--- config.mk ---
export PLATFORM = sky130hd
export DESIGN_NAME = csw_register_bank
export DESIGN_NICKNAME = d
export VERILOG_FILES = /design/src/csw_pkg.sv /design/src/csw_resource_mem.sv /design/src/csw_register_bank.sv
export SDC_FILE = /design/constraint.sdc
export NUM_CORES = 1
export LEC_CHECK = 0
export BUFFER_PORTS_ARGS = -buffer_cell sky130_fd_sc_hd__buf_2
export CORE_MARGIN = 4
export CORE_UTILIZATION = 54
export DETAILED_ROUTE_END_ITERATION = 10
export MAX_ROUTING_LAYER = met4
export PLACE_DENSITY = 0.79
export SLEW_MARGIN = 20
export SYNTH_ARGS = -nofsm -noshare
export SYNTH_HDL_FRONTEND = slang
export SYNTH_HIERARCHICAL = 1
export SYNTH_SLANG_ARGS = --single-unit
--- constraint.sdc ---
create_clock -name sys_clk -period 3.41 [get_ports sys_clk]
set_input_delay 0.341 -clock sys_clk [delete_from_list [all_inputs] [get_ports sys_clk]]
set_output_delay 0.341 -clock sys_clk [all_outputs]
set_load 0.01 [all_outputs]
--- src/csw_pkg.sv ---
// Purpose: shared constants and types of the compare-swap and rom header register bank
// Assumes: one clock, synchronous active-high reset
// Notes: offsets are byte addresses on a 32-bit register port
package csw_pkg;

  localparam int unsigned CSW_DATA_W = 32;
  localparam int unsigned CSW_ADDR_W = 8;
  localparam int unsigned CSW_SEL_W = 2;
  localparam int unsigned CSW_CRC_W = 16;
  localparam int unsigned CSW_IRQ_W = 2;

  // documented register offsets
  localparam logic [CSW_ADDR_W-1:0] CSW_OFS_NEW_VALUE = 8'h0c;
  localparam logic [CSW_ADDR_W-1:0] CSW_OFS_COMPARE = 8'h10;
  localparam logic [CSW_ADDR_W-1:0] CSW_OFS_CONTROL = 8'h14;
  localparam logic [CSW_ADDR_W-1:0] CSW_OFS_ROM_HEADER = 8'h18;
  localparam logic [CSW_ADDR_W-1:0] CSW_OFS_BUS_ID = 8'h1c;
  // loading ports, status and interrupt registers
  localparam logic [CSW_ADDR_W-1:0] CSW_OFS_IRQ_STATUS = 8'h30;
  localparam logic [CSW_ADDR_W-1:0] CSW_OFS_IRQ_CLEAR = 8'h34;
  localparam logic [CSW_ADDR_W-1:0] CSW_OFS_IRQ_ENABLE = 8'h38;
  localparam logic [CSW_ADDR_W-1:0] CSW_OFS_ROM_STATUS = 8'h3c;
  localparam logic [CSW_ADDR_W-1:0] CSW_OFS_LOAD_NEW = 8'h40;
  localparam logic [CSW_ADDR_W-1:0] CSW_OFS_LOAD_COMPARE = 8'h44;

  // field positions
  localparam int unsigned CSW_DONE_BIT = 31;
  localparam int unsigned CSW_PRESENT_BIT = 24;
  localparam int unsigned CSW_IRQ_SWAP_BIT = 0;
  localparam int unsigned CSW_IRQ_ROM_BIT = 1;

  // reset and constant values
  localparam logic [CSW_DATA_W-1:0] CSW_BUS_ID_VALUE = 32'h31333934;
  localparam logic [CSW_DATA_W-1:0] CSW_ROM_HEADER_RESET = 32'h00000000;
  localparam logic [CSW_DATA_W-1:0] CSW_ZERO = 32'h00000000;
  localparam logic [CSW_IRQ_W-1:0] CSW_IRQ_RESET = 2'h0;

  typedef enum logic [CSW_SEL_W-1:0] {
    CSW_RES_BUS_MANAGER_ID = 2'b00,
    CSW_RES_BANDWIDTH_AVAILABLE = 2'b01,
    CSW_RES_CHANNELS_AVAILABLE_HI = 2'b10,
    CSW_RES_CHANNELS_AVAILABLE_LO = 2'b11
  } csw_resource_type;

  typedef enum logic {
    CSW_ST_IDLE = 1'b0,
    CSW_ST_CHECK = 1'b1
  } csw_state_type;

  typedef struct packed {
    logic [CSW_ADDR_W-1:0] addr;
    logic [CSW_DATA_W-1:0] wdata;
    logic wr;
    logic rd;
  } csw_bus_req_type;

endpackage

--- src/csw_resource_mem.sv ---
// Purpose: storage of the four bus-management resources
// Assumes: one clock, synchronous active-high reset, clock enable freezes all state
// Notes: read data come out of a register one cycle after the read request
`timescale 1ns/1ps
module csw_resource_mem
  import csw_pkg::*;
#(
  parameter int unsigned WIDTH = CSW_DATA_W,
  parameter int unsigned AW = CSW_SEL_W
) (
  // clock and reset
  input wire logic sys_clk,
  input wire logic reset,
  input wire logic clk_en,
  // read port
  input wire logic rd_en,
  input wire logic [AW-1:0] rd_addr,
  output logic [WIDTH-1:0] rd_data,
  // write port
  input wire logic wr_en,
  input wire logic [AW-1:0] wr_addr,
  input wire logic [WIDTH-1:0] wr_data
);

  if (WIDTH < 1 || AW < 1) begin : g_check
    $error("csw_resource_mem: width and address width must be at least one");
  end

  logic [WIDTH-1:0] mem [2**AW];

  // contents are left alone by reset, as the resources have no defined start value
  always_ff @(posedge sys_clk) begin
    if (clk_en && wr_en) begin
      mem[wr_addr] <= wr_data;
    end
  end

  always_ff @(posedge sys_clk) begin
    if (reset) begin
      rd_data <= '0;
    end else if (clk_en && rd_en) begin
      rd_data <= mem[rd_addr];
    end
  end

endmodule

--- src/csw_register_bank.sv ---
// Purpose: host registers for compare-swap on bus-management resources and rom header quadlets
// Assumes: one clock, synchronous active-high reset, strobes one cycle long
// Notes: read data stand for one cycle after the read strobe, zero otherwise
//
// How it works
// - The swap new-value register holds the value stored into the chosen resource on a match.
// - The compare register holds the value checked against the chosen resource's contents.
// - Both of those registers are read-only at their own offsets and loaded through the load offsets, all 32 bits readable.
// - The completion flag in bit 31 of the swap control register sets when a swap finishes.
// - A write to the swap control register clears the completion flag, whatever bit 31 is, except in a swap's check cycle.
// - The two low bits of swap control pick bus manager id, bandwidth, or channels hi/lo.
// - Bits 30 to 2 of the swap control register read as zero.
// - The rom header register is offered to remote nodes as the first rom quadlet.
// - The header crc field is loaded from the serial rom when one is present.
// - The bus identification register is read-only and always returns the ascii of 1394.
// - The bus identification value is offered to remote nodes as the first bus info quadlet.
// - A read-only flag tells whether a serial rom is present; if so a load is asked once after reset release.
//
// Strobed register access is this design's own decision.
`timescale 1ns/1ps
module csw_register_bank
  import csw_pkg::*;
#(
  parameter int unsigned ADDR_W = CSW_ADDR_W
) (
  // clock and reset
  input wire logic sys_clk,
  input wire logic reset,
  input wire logic clk_en,
  // register port
  input wire csw_bus_req_type bus_req,
  output logic [CSW_DATA_W-1:0] rd_data,
  // serial rom reader side
  input wire logic serial_rom_present,
  input wire logic rom_crc_valid,
  input wire logic [CSW_CRC_W-1:0] rom_crc_value,
  output logic rom_load_request,
  // quadlets seen by remote nodes
  output logic [CSW_DATA_W-1:0] rom_header_quadlet,
  output logic [CSW_DATA_W-1:0] bus_id_quadlet,
  // interrupt
  output logic irq
);

  if (ADDR_W != CSW_ADDR_W) begin : g_check
    $error("csw_register_bank: address width must match the register map");
  end

  function automatic logic hit(input logic [CSW_ADDR_W-1:0] a,
                               input logic [CSW_ADDR_W-1:0] ofs);
    return a == ofs;
  endfunction

  // the resource select sits in the low bits of a control write
  function automatic csw_resource_type sel_field(input logic [CSW_DATA_W-1:0] d);
    return csw_resource_type'(d[CSW_SEL_W-1:0]);
  endfunction

  logic wr_control;
  logic wr_header;
  logic wr_clear;
  logic wr_enable;
  logic wr_load_new;
  logic wr_load_cmp;

  assign wr_control = bus_req.wr && hit(bus_req.addr, CSW_OFS_CONTROL);
  assign wr_header = bus_req.wr && hit(bus_req.addr, CSW_OFS_ROM_HEADER);
  assign wr_clear = bus_req.wr && hit(bus_req.addr, CSW_OFS_IRQ_CLEAR);
  assign wr_enable = bus_req.wr && hit(bus_req.addr, CSW_OFS_IRQ_ENABLE);
  assign wr_load_new = bus_req.wr && hit(bus_req.addr, CSW_OFS_LOAD_NEW);
  assign wr_load_cmp = bus_req.wr && hit(bus_req.addr, CSW_OFS_LOAD_COMPARE);

  // swap operand registers; no reset, their contents start undefined
  logic [CSW_DATA_W-1:0] new_value_reg;
  logic [CSW_DATA_W-1:0] compare_value_reg;

  always_ff @(posedge sys_clk) begin
    if (clk_en && wr_load_new) begin
      new_value_reg <= bus_req.wdata;
    end
  end

  always_ff @(posedge sys_clk) begin
    if (clk_en && wr_load_cmp) begin
      compare_value_reg <= bus_req.wdata;
    end
  end

  // swap sequencer
  csw_state_type state_reg;
  csw_state_type state_next;
  csw_resource_type select_reg;
  logic swap_complete_flag_reg;
  logic swap_complete_flag_next;
  logic start;
  logic finish;
  logic match;
  logic [CSW_DATA_W-1:0] res_rdata;

  // a write while a swap is still checking is not started again
  assign start = wr_control && (state_reg == CSW_ST_IDLE);
  assign finish = state_reg == CSW_ST_CHECK;
  assign match = finish && (res_rdata == compare_value_reg);

  always_comb begin
    state_next = state_reg;
    unique case (state_reg)
      CSW_ST_IDLE: begin
        if (start) begin
          state_next = CSW_ST_CHECK;
        end
      end
      CSW_ST_CHECK: begin
        state_next = CSW_ST_IDLE;
      end
    endcase
  end

  always_ff @(posedge sys_clk) begin
    if (reset) begin
      state_reg <= CSW_ST_IDLE;
    end else if (clk_en) begin
      state_reg <= state_next;
    end
  end

  // select may only change at a start, so the check uses the resource that was read
  always_ff @(posedge sys_clk) begin
    if (reset) begin
      select_reg <= CSW_RES_BUS_MANAGER_ID;
    end else if (clk_en && start) begin
      select_reg <= sel_field(bus_req.wdata);
    end
  end

  // completion wins over a clearing write in the same cycle
  always_comb begin
    swap_complete_flag_next = swap_complete_flag_reg;
    if (finish) begin
      swap_complete_flag_next = 1'b1;
    end else if (wr_control) begin
      swap_complete_flag_next = 1'b0;
    end
  end

  always_ff @(posedge sys_clk) begin
    if (reset) begin
      swap_complete_flag_reg <= 1'b1;
    end else if (clk_en) begin
      swap_complete_flag_reg <= swap_complete_flag_next;
    end
  end

  // the resource is read at the start and written back on a match one cycle later
  csw_resource_mem #(
    .WIDTH(CSW_DATA_W),
    .AW(CSW_SEL_W)
  ) u_resources (
    .sys_clk(sys_clk),
    .reset(reset),
    .clk_en(clk_en),
    .rd_en(start),
    .rd_addr(sel_field(bus_req.wdata)),
    .rd_data(res_rdata),
    .wr_en(match),
    .wr_addr(select_reg),
    .wr_data(new_value_reg)
  );

  // serial rom presence is a strap caught once after reset release
  logic strap_taken_reg;
  logic serial_rom_present_reg;

  always_ff @(posedge sys_clk) begin
    if (reset) begin
      strap_taken_reg <= 1'b0;
    end else if (clk_en) begin
      strap_taken_reg <= 1'b1;
    end
  end

  // later changes of the strap are ignored until the next reset
  always_ff @(posedge sys_clk) begin
    if (reset) begin
      serial_rom_present_reg <= 1'b0;
    end else if (clk_en && !strap_taken_reg) begin
      serial_rom_present_reg <= serial_rom_present;
    end
  end

  always_ff @(posedge sys_clk) begin
    if (reset) begin
      rom_load_request <= 1'b0;
    end else if (clk_en) begin
      rom_load_request <= serial_rom_present && !strap_taken_reg;
    end
  end

  // rom header; a host write beats a crc load arriving in the same cycle
  logic [CSW_DATA_W-1:0] rom_header_reg;
  logic rom_load;

  assign rom_load = rom_crc_valid && serial_rom_present_reg;

  always_ff @(posedge sys_clk) begin
    if (reset) begin
      rom_header_reg <= CSW_ROM_HEADER_RESET;
    end else if (clk_en) begin
      if (wr_header) begin
        rom_header_reg <= bus_req.wdata;
      end else if (rom_load) begin
        rom_header_reg[CSW_CRC_W-1:0] <= rom_crc_value;
      end
    end
  end

  always_ff @(posedge sys_clk) begin
    if (reset) begin
      rom_header_quadlet <= CSW_ROM_HEADER_RESET;
    end else if (clk_en) begin
      rom_header_quadlet <= rom_header_reg;
    end
  end

  // a register of a constant, kept so that the output still comes from a flip-flop
  always_ff @(posedge sys_clk) begin
    if (reset) begin
      bus_id_quadlet <= CSW_BUS_ID_VALUE;
    end else if (clk_en) begin
      bus_id_quadlet <= CSW_BUS_ID_VALUE;
    end
  end

  // interrupt status, enable and clear
  logic [CSW_IRQ_W-1:0] irq_status_reg;
  logic [CSW_IRQ_W-1:0] irq_enable_reg;
  logic [CSW_IRQ_W-1:0] irq_events;

  always_comb begin
    irq_events = CSW_IRQ_RESET;
    irq_events[CSW_IRQ_SWAP_BIT] = finish;
    irq_events[CSW_IRQ_ROM_BIT] = rom_load;
  end

  // an event wins over a clear of the same bit in the same cycle
  always_ff @(posedge sys_clk) begin
    if (reset) begin
      irq_status_reg <= CSW_IRQ_RESET;
    end else if (clk_en) begin
      if (wr_clear) begin
        irq_status_reg <= (irq_status_reg & ~bus_req.wdata[CSW_IRQ_W-1:0]) | irq_events;
      end else begin
        irq_status_reg <= irq_status_reg | irq_events;
      end
    end
  end

  always_ff @(posedge sys_clk) begin
    if (reset) begin
      irq_enable_reg <= CSW_IRQ_RESET;
    end else if (clk_en && wr_enable) begin
      irq_enable_reg <= bus_req.wdata[CSW_IRQ_W-1:0];
    end
  end

  // one cycle behind the status bits, the price of a registered output
  always_ff @(posedge sys_clk) begin
    if (reset) begin
      irq <= 1'b0;
    end else if (clk_en) begin
      irq <= |(irq_status_reg & irq_enable_reg);
    end
  end

  // read decode
  // reads have no side effects, so a control read never touches the flag
  logic [CSW_DATA_W-1:0] read_value;

  always_comb begin
    read_value = CSW_ZERO;
    unique case (bus_req.addr)
      CSW_OFS_NEW_VALUE: read_value = new_value_reg;
      CSW_OFS_COMPARE: read_value = compare_value_reg;
      CSW_OFS_CONTROL: begin
        read_value[CSW_DONE_BIT] = swap_complete_flag_reg;
        read_value[CSW_SEL_W-1:0] = select_reg;
      end
      CSW_OFS_ROM_HEADER: read_value = rom_header_reg;
      CSW_OFS_BUS_ID: read_value = CSW_BUS_ID_VALUE;
      CSW_OFS_IRQ_STATUS: read_value[CSW_IRQ_W-1:0] = irq_status_reg;
      CSW_OFS_IRQ_ENABLE: read_value[CSW_IRQ_W-1:0] = irq_enable_reg;
      CSW_OFS_ROM_STATUS: read_value[CSW_PRESENT_BIT] = serial_rom_present_reg;
      default: read_value = CSW_ZERO;
    endcase
  end

  always_ff @(posedge sys_clk) begin
    if (reset) begin
      rd_data <= CSW_ZERO;
    end else if (clk_en) begin
      rd_data <= bus_req.rd ? read_value : CSW_ZERO;
    end
  end

endmodule

==> metrics.txt, run 1 <==
Max Fanout on Critical Path=19; Post-CTS Resized=0; area of the die=15200 um^2; CTS Hold Bufs=0; RSZ-0062 raised after global routing=false; Max-slew headroom=0.348; worst-case clock buffer depth=2; Area contributors post-synth=dfxtp_1, edfxtp_1, mux2i_1; clock skew=0.00821 ns; CTS Root Cell=clkbuf_16; drt initial violations=691; clock latency on the worst-skew pair=0.42 ns; setup violators final=0; Clock Sink Count=172; simple-gate share of the synthesized area=0.130; DIE HEIGHT=123 um; Leak Pwr=3.38 nW; DRC=0; Detailed Routing Iterations Pass 1=6; PD cells=531 nW/um^2; Overflow after GRT=0; Post-CTS Setup Inserts=0; final-report hold violation count=0; Initial Utilization=0.559; Post-synth EDFFs=64; WL per Instance=19.6 um; Synth Area in Adders=0; Hold Path Class=input port to flop; Tcrit/Tclk final=0.653; initial antenna violation count=2; DP HPWL=12200 um; number of global-route vias before repair=5612; Synth async-reset ratio=0; post-route minimum period=2.23 ns; syn avg cell area=10.5 um^2; detailed-route via count=5772; clock slew at reported path FFs=0.07 ns; Synth Cell Area=7170 um^2; crit path DAT=2.50 ns; TNS Setup=0 ns; Total Power=4.49 mW; multiplexer area fraction after synthesis=0.0754; Post-Syn Instances=685; placer congestion estimate=0.881; Max-Cap Viols=0; post-route ant nets=0; Synth Register Bits=172; share of post-route cells with drive strength above 1=0.237; Hold WS=0.121 ns; register area share after synthesis=0.570; Worst setup EP type=flop; Synth Area in Compound Gates=0.151; largest net degree at the start of global routing=79; Finished Core Util=0.660; I/O pin total=161; htree depth=4; Buffers on Ports=128; Vias/cell=5.90; Syn-to-layout area delta=18.1%; status=finished, final reports clean; Die W=123 um; Synth Area in XOR/XNOR=0; Ys Warns=6; Yosys cell types=56; core area=12800 um^2; Max Clk Rate=449 MHz; max-slew violations=0; All-Layer GR Usage=0.260; area leader, netlist=dfxtp_1; ys flop type=dfxtp_1; maximum VDD drop=0.354 mV; CP required=3.68 ns; type of origin of the critical path=input port; clock buffers created by TritonCTS=17; main combinational cell family by area after synthesis=compound AO/OA/AOI/OAI gates; crit path kind=input port to flop; first-pass GRT wire length=29000 um; FP Rows=41; CTS tree=yes; Synth top area share=0.302; worst slew pin tran=0.977 ns; fin nets=855; drt total wl=19100 um
-- through the flow --
stage          setup slack [ns]  cells  area, um^2
2_1_floorplan             0.407    715        7280
3_3_place_gp              0.952    945        7810
3_5_place_dp              0.877    945        7810
4_1_cts                    1.28    977        8460
5_1_grt                    1.08    979        8460
6_report                   1.18    979        8460
-- worst paths after layout --
kind,end,slack [ns],start,cells past startpoint
worst min register to register,rd_data[4]$_SDFFE_PP0P_,0.46,rd_data[4]$_SDFFE_PP0P_,2
worst min-delay path,compare_value_reg[22]$_DFFE_PP_,0.12,bus_req[24],1
worst max register to register,rom_header_reg[8]$_SDFFE_PP0P_,1.37,serial_rom_present_reg$_SDFFE_PP0P_,4
worst max-delay path,rom_header_reg[14]$_SDFFE_PP0P_,1.18,bus_req[38],6
-- Yosys cell counts (2+ instances only) --
cell / instances
nor2b_1: 3
a22o_1: 3
a221oi_1: 18
nor3_1: 2
edfxtp_1: 64
o211a_1: 2
nand4_1: 19
buf_2: 9
a31o_2: 2
buf_1: 7
a2bb2oi_1: 16
o21ai_0: 34
a22oi_1: 2
a31oi_1: 2
dfxtp_1: 108
mux2i_1: 54
nor2_1: 80
nand3b_1: 2
nand2_1: 74
o31ai_2: 5
conb_1: 2
clkbuf_1: 31
o21ai_1: 5
buf_6: 2
o31ai_1: 6
nand3_1: 2
o21a_1: 11
buf_4: 32
inv_1: 19
a21oi_2: 5
a21oi_1: 38
nor4b_1: 2
-- cell usage in the layout, fill, tap and decap left out, types with 6 or more instances in the layout --
master,Yosys,final
buf_2,9,127
nand4_1,19,19
conb_1,2,32
a21oi_1,38,38
o21a_1,11,11
o31ai_1,6,6
dfxtp_1,108,108
a221oi_1,18,18
o21ai_0,34,34
clkbuf_16,0,19
buf_4,32,11
inv_1,19,19
edfxtp_1,64,64
nand2_1,74,74
a2bb2oi_1,16,16
nor2_1,80,77
mux2i_1,54,54
-- critical path, cell delays in order --
cell and delay, ns:
buf_2 0.26, nor4b_4 0.25, buf_4 0.31, nand4_1 0.66, a221oi_1 0.59, nor2_1 0.08
-- per-layer routing --
metal / vias to the layer above / global-route usage / part of all wire
met2: 353 / 0.409 / 0.48
met1: 2745 / 0.319 / 0.40
met5: - / - / 0
met3: 65 / 0.0608 / 0.091
li1: 2609 / - / -
met4: 0 / 0.123 / 0.033
-- final cells by class --
type,count,area [um^2]
antenna,2,5.00
clock buffer,24,524
clock inverter,8,128
fill,984,4360
inverter,19,71.3
multi-input combinational,443,2700
sequential,172,4080
tap,172,215
timing repair buffer,139,738
-- power breakdown --
group | switching [mW] | internal [mW]
Clock | 0.781 | 1.30
Combinational | 0.171 | 0.0850
Sequential | 0.0105 | 2.14
Total | 0.962 | 3.53
-- kinds of logic after synthesis --
logic type | Yosys count
AOI/OAI and AO/OA | 157
other | 2
muxes | 54
and+or+nand+nor | 200
buffers and inverters | 100
DFF | 172
Note: power is estimated with default switching activity, not from simulation.
==> run 2: changes to the inputs <==
Clock period 3.41 ns to 2.19 ns, I/O delays scaled along.
==> run 2 against run 1 <==
Setup slack worse by 0.69 ns. Via count up 2.3%. Highest routed layer unchanged. Total power up 54%. Largest cell class unchanged. Final area up 4.0%.
==> metrics.txt, run 2 (synthesized netlist as in run 1, its figures left out) <==
status=finished, final reports clean; CTS Hold Bufs=21 (+21); post-route insts no fill=1018 (+4.0%); placed instance count=965 (+2.1%); clock latency on the worst-skew pair=0.43 ns (about the same); CP max stage delay=0.37 ns (-0.29 ns); Max Fanout on Critical Path=11 (-8); htree depth=4 (unchanged); fin nets=896 (+4.8%); drt initial violations=562 (-19%); Area after DPL=7980 um^2 (+2.2%); largest net degree at the start of global routing=79 (unchanged); switching share of power=0.231 (+0.0169); core area=12800 um^2 (unchanged); Total Power=6.89 mW (+54%); Max Clk Rate=590 MHz; Leak Pwr=3.55 nW (+5.0%); RSZ-0062 raised after global routing=false; clock skew=0.0108 ns (+0.00261 ns); most frequent cells in the layout=buf_2, dfxtp_1, nor2_1; Comb power frac=0.063 (+0.006); Hold Path Class=input port to flop; worst-case clock buffer depth=2 (unchanged); Hold WS=0.0151 ns (-0.106 ns); number of global-route vias before repair=5688 (+1.4%); Max-Cap Viols=0 (unchanged); Worst setup EP type=flop; area of the die=15200 um^2 (unchanged); CTS tree=yes; Seq pwr share=0.485 (+0.006); crit path DAT=1.98 ns (-0.52 ns); ANT cells=0 (-2); net switching power=1.59 mW (+66%); Overflow after GRT=0 (unchanged); PD cells=783 nW/um^2 (+48%); CP top delay family=compound AO/OA/AOI/OAI gates; Finished Cell Area=8800 um^2 (+4.0%); Buffers on Ports=128 (unchanged); Post-CTS Resized=0 (unchanged); clock buffers created by TritonCTS=17 (unchanged); TNS Setup=0 ns (unchanged); Syn-to-layout area delta=22.8%; Vias/cell=5.80 (-1.7%); detailed-route via count=5902 (+2.3%); Int Pwr=5.30 mW (+50%); Slowest-stage cell, CP=dfxtp_1; All-Layer GR Usage=0.265 (+0.00450); Die W=123 um (unchanged); post-route ant nets=0 (unchanged); share of post-route cells with drive strength above 1=0.252 (+0.0145); Register-to-Register Setup Slack=0.50 ns (-0.87 ns); crit path kind=flop to flop; post-route minimum period=1.69 ns; FP Rows=41 (unchanged); placer congestion estimate=0.893 (+1.3%); worst slew pin tran=1.02 ns (+0.0385 ns); CTS Root Cell=clkbuf_16; type of origin of the critical path=flop; initial antenna violation count=0 (-2); maximum VDD drop=0.555 mV (+57%); I/O pin total=161 (unchanged); Initial Utilization=0.559 (unchanged); DP HPWL=12900 um (+5.8%); Tcrit/Tclk final=0.774; max-slew violations=0 (unchanged); clock share of power=0.451 (-0.013); WL per Instance=19.0 um (-2.8%); DIE HEIGHT=123 um (unchanged); CP required=2.47 ns (-1.21 ns); drt total wl=19300 um (+1.0%); Post-CTS Setup Inserts=0 (unchanged); most common cell after layout, fill and taps aside=buf_2; worst path bufs/invs=1 (-1); first-pass GRT wire length=29700 um (+2.4%); Max-slew headroom=0.322 (-0.0260); clock slew at reported path FFs=0.06 ns (about the same); final-report hold violation count=0 (unchanged); setup violators final=0 (unchanged); DRC=0 (unchanged); Detailed Routing Iterations Pass 1=8 (+2); CP Cell Sequence=and2_0, buf_4, o21ai_0, a221oi_1, nor2_1; Clock Sink Count=172 (unchanged)
[run 2: cell types whose count changed in the layout (fill, tap and decap cells not counted), moves of 2 or more]
cell	previous run	this run
buf_12	1	3
clkbuf_8	3	1
dlygate4sd3_1	0	21
buf_4	11	29
inv_6	0	7
clkbuf_1	2	0
diode_2	2	0
[run 2: final timing paths]
check | startpoint | end | cells after the start
setup / recovery | serial_rom_present_reg$_SDFFE_PP0P_ | rom_header_reg[6]$_SDFFE_PP0P_ | 5
hold / removal | bus_req[9] | compare_value_reg[7]$_DFFE_PP_ | 1
setup reg to reg | serial_rom_present_reg$_SDFFE_PP0P_ | rom_header_reg[6]$_SDFFE_PP0P_ | 5
hold reg to reg | rd_data[8]$_SDFFE_PP0P_ | rd_data[8]$_SDFFE_PP0P_ | 2
[run 2: cell type report]
cell class / instances / area (um^2)
fillers: 953 / 4020
flip-flops and latches: 172 / 4080
clock buffers: 19 / 464
repair buffers: 180 / 1120
clock inverters: 13 / 150
multi-input cells: 443 / 2690
inverters: 19 / 71.3
well taps: 172 / 215
[run 2: per-layer routing]
| metal | track usage | up-vias | part of all wire | routed length (um) |
|---|---|---|---|---|
| li1 | - | 2687 | - | - |
| met1 | 0.325 | 2826 | 0.39 | 7540 |
| met2 | 0.430 | 336 | 0.49 | 9530 |
| met3 | 0.0522 | 53 | 0.084 | 1630 |
| met4 | 0.111 | 0 | 0.033 | 637 |
| met5 | - | - | 0 | 0 |
[run 2: power by group through the flow]
stage / clock, mW / combinational, mW / sequential (mW)
floorplan: 0 / 0.276 / 3.41
global placement: 0 / 0.384 / 3.42
detailed placement: 0 / 0.396 / 3.42
CTS: 3.14 / 0.429 / 3.35
global route: 3.26 / 0.472 / 3.35
finish: 3.11 / 0.438 / 3.35
[run 2: metrics by stage]
step,utilization,setup WS [ns]
2_1_floorplan,-,0.170
3_3_place_gp,0.622,0.221
3_5_place_dp,0.622,0.123
4_1_cts,0.686,0.544
5_1_grt,0.686,0.434
6_report,0.686,0.496
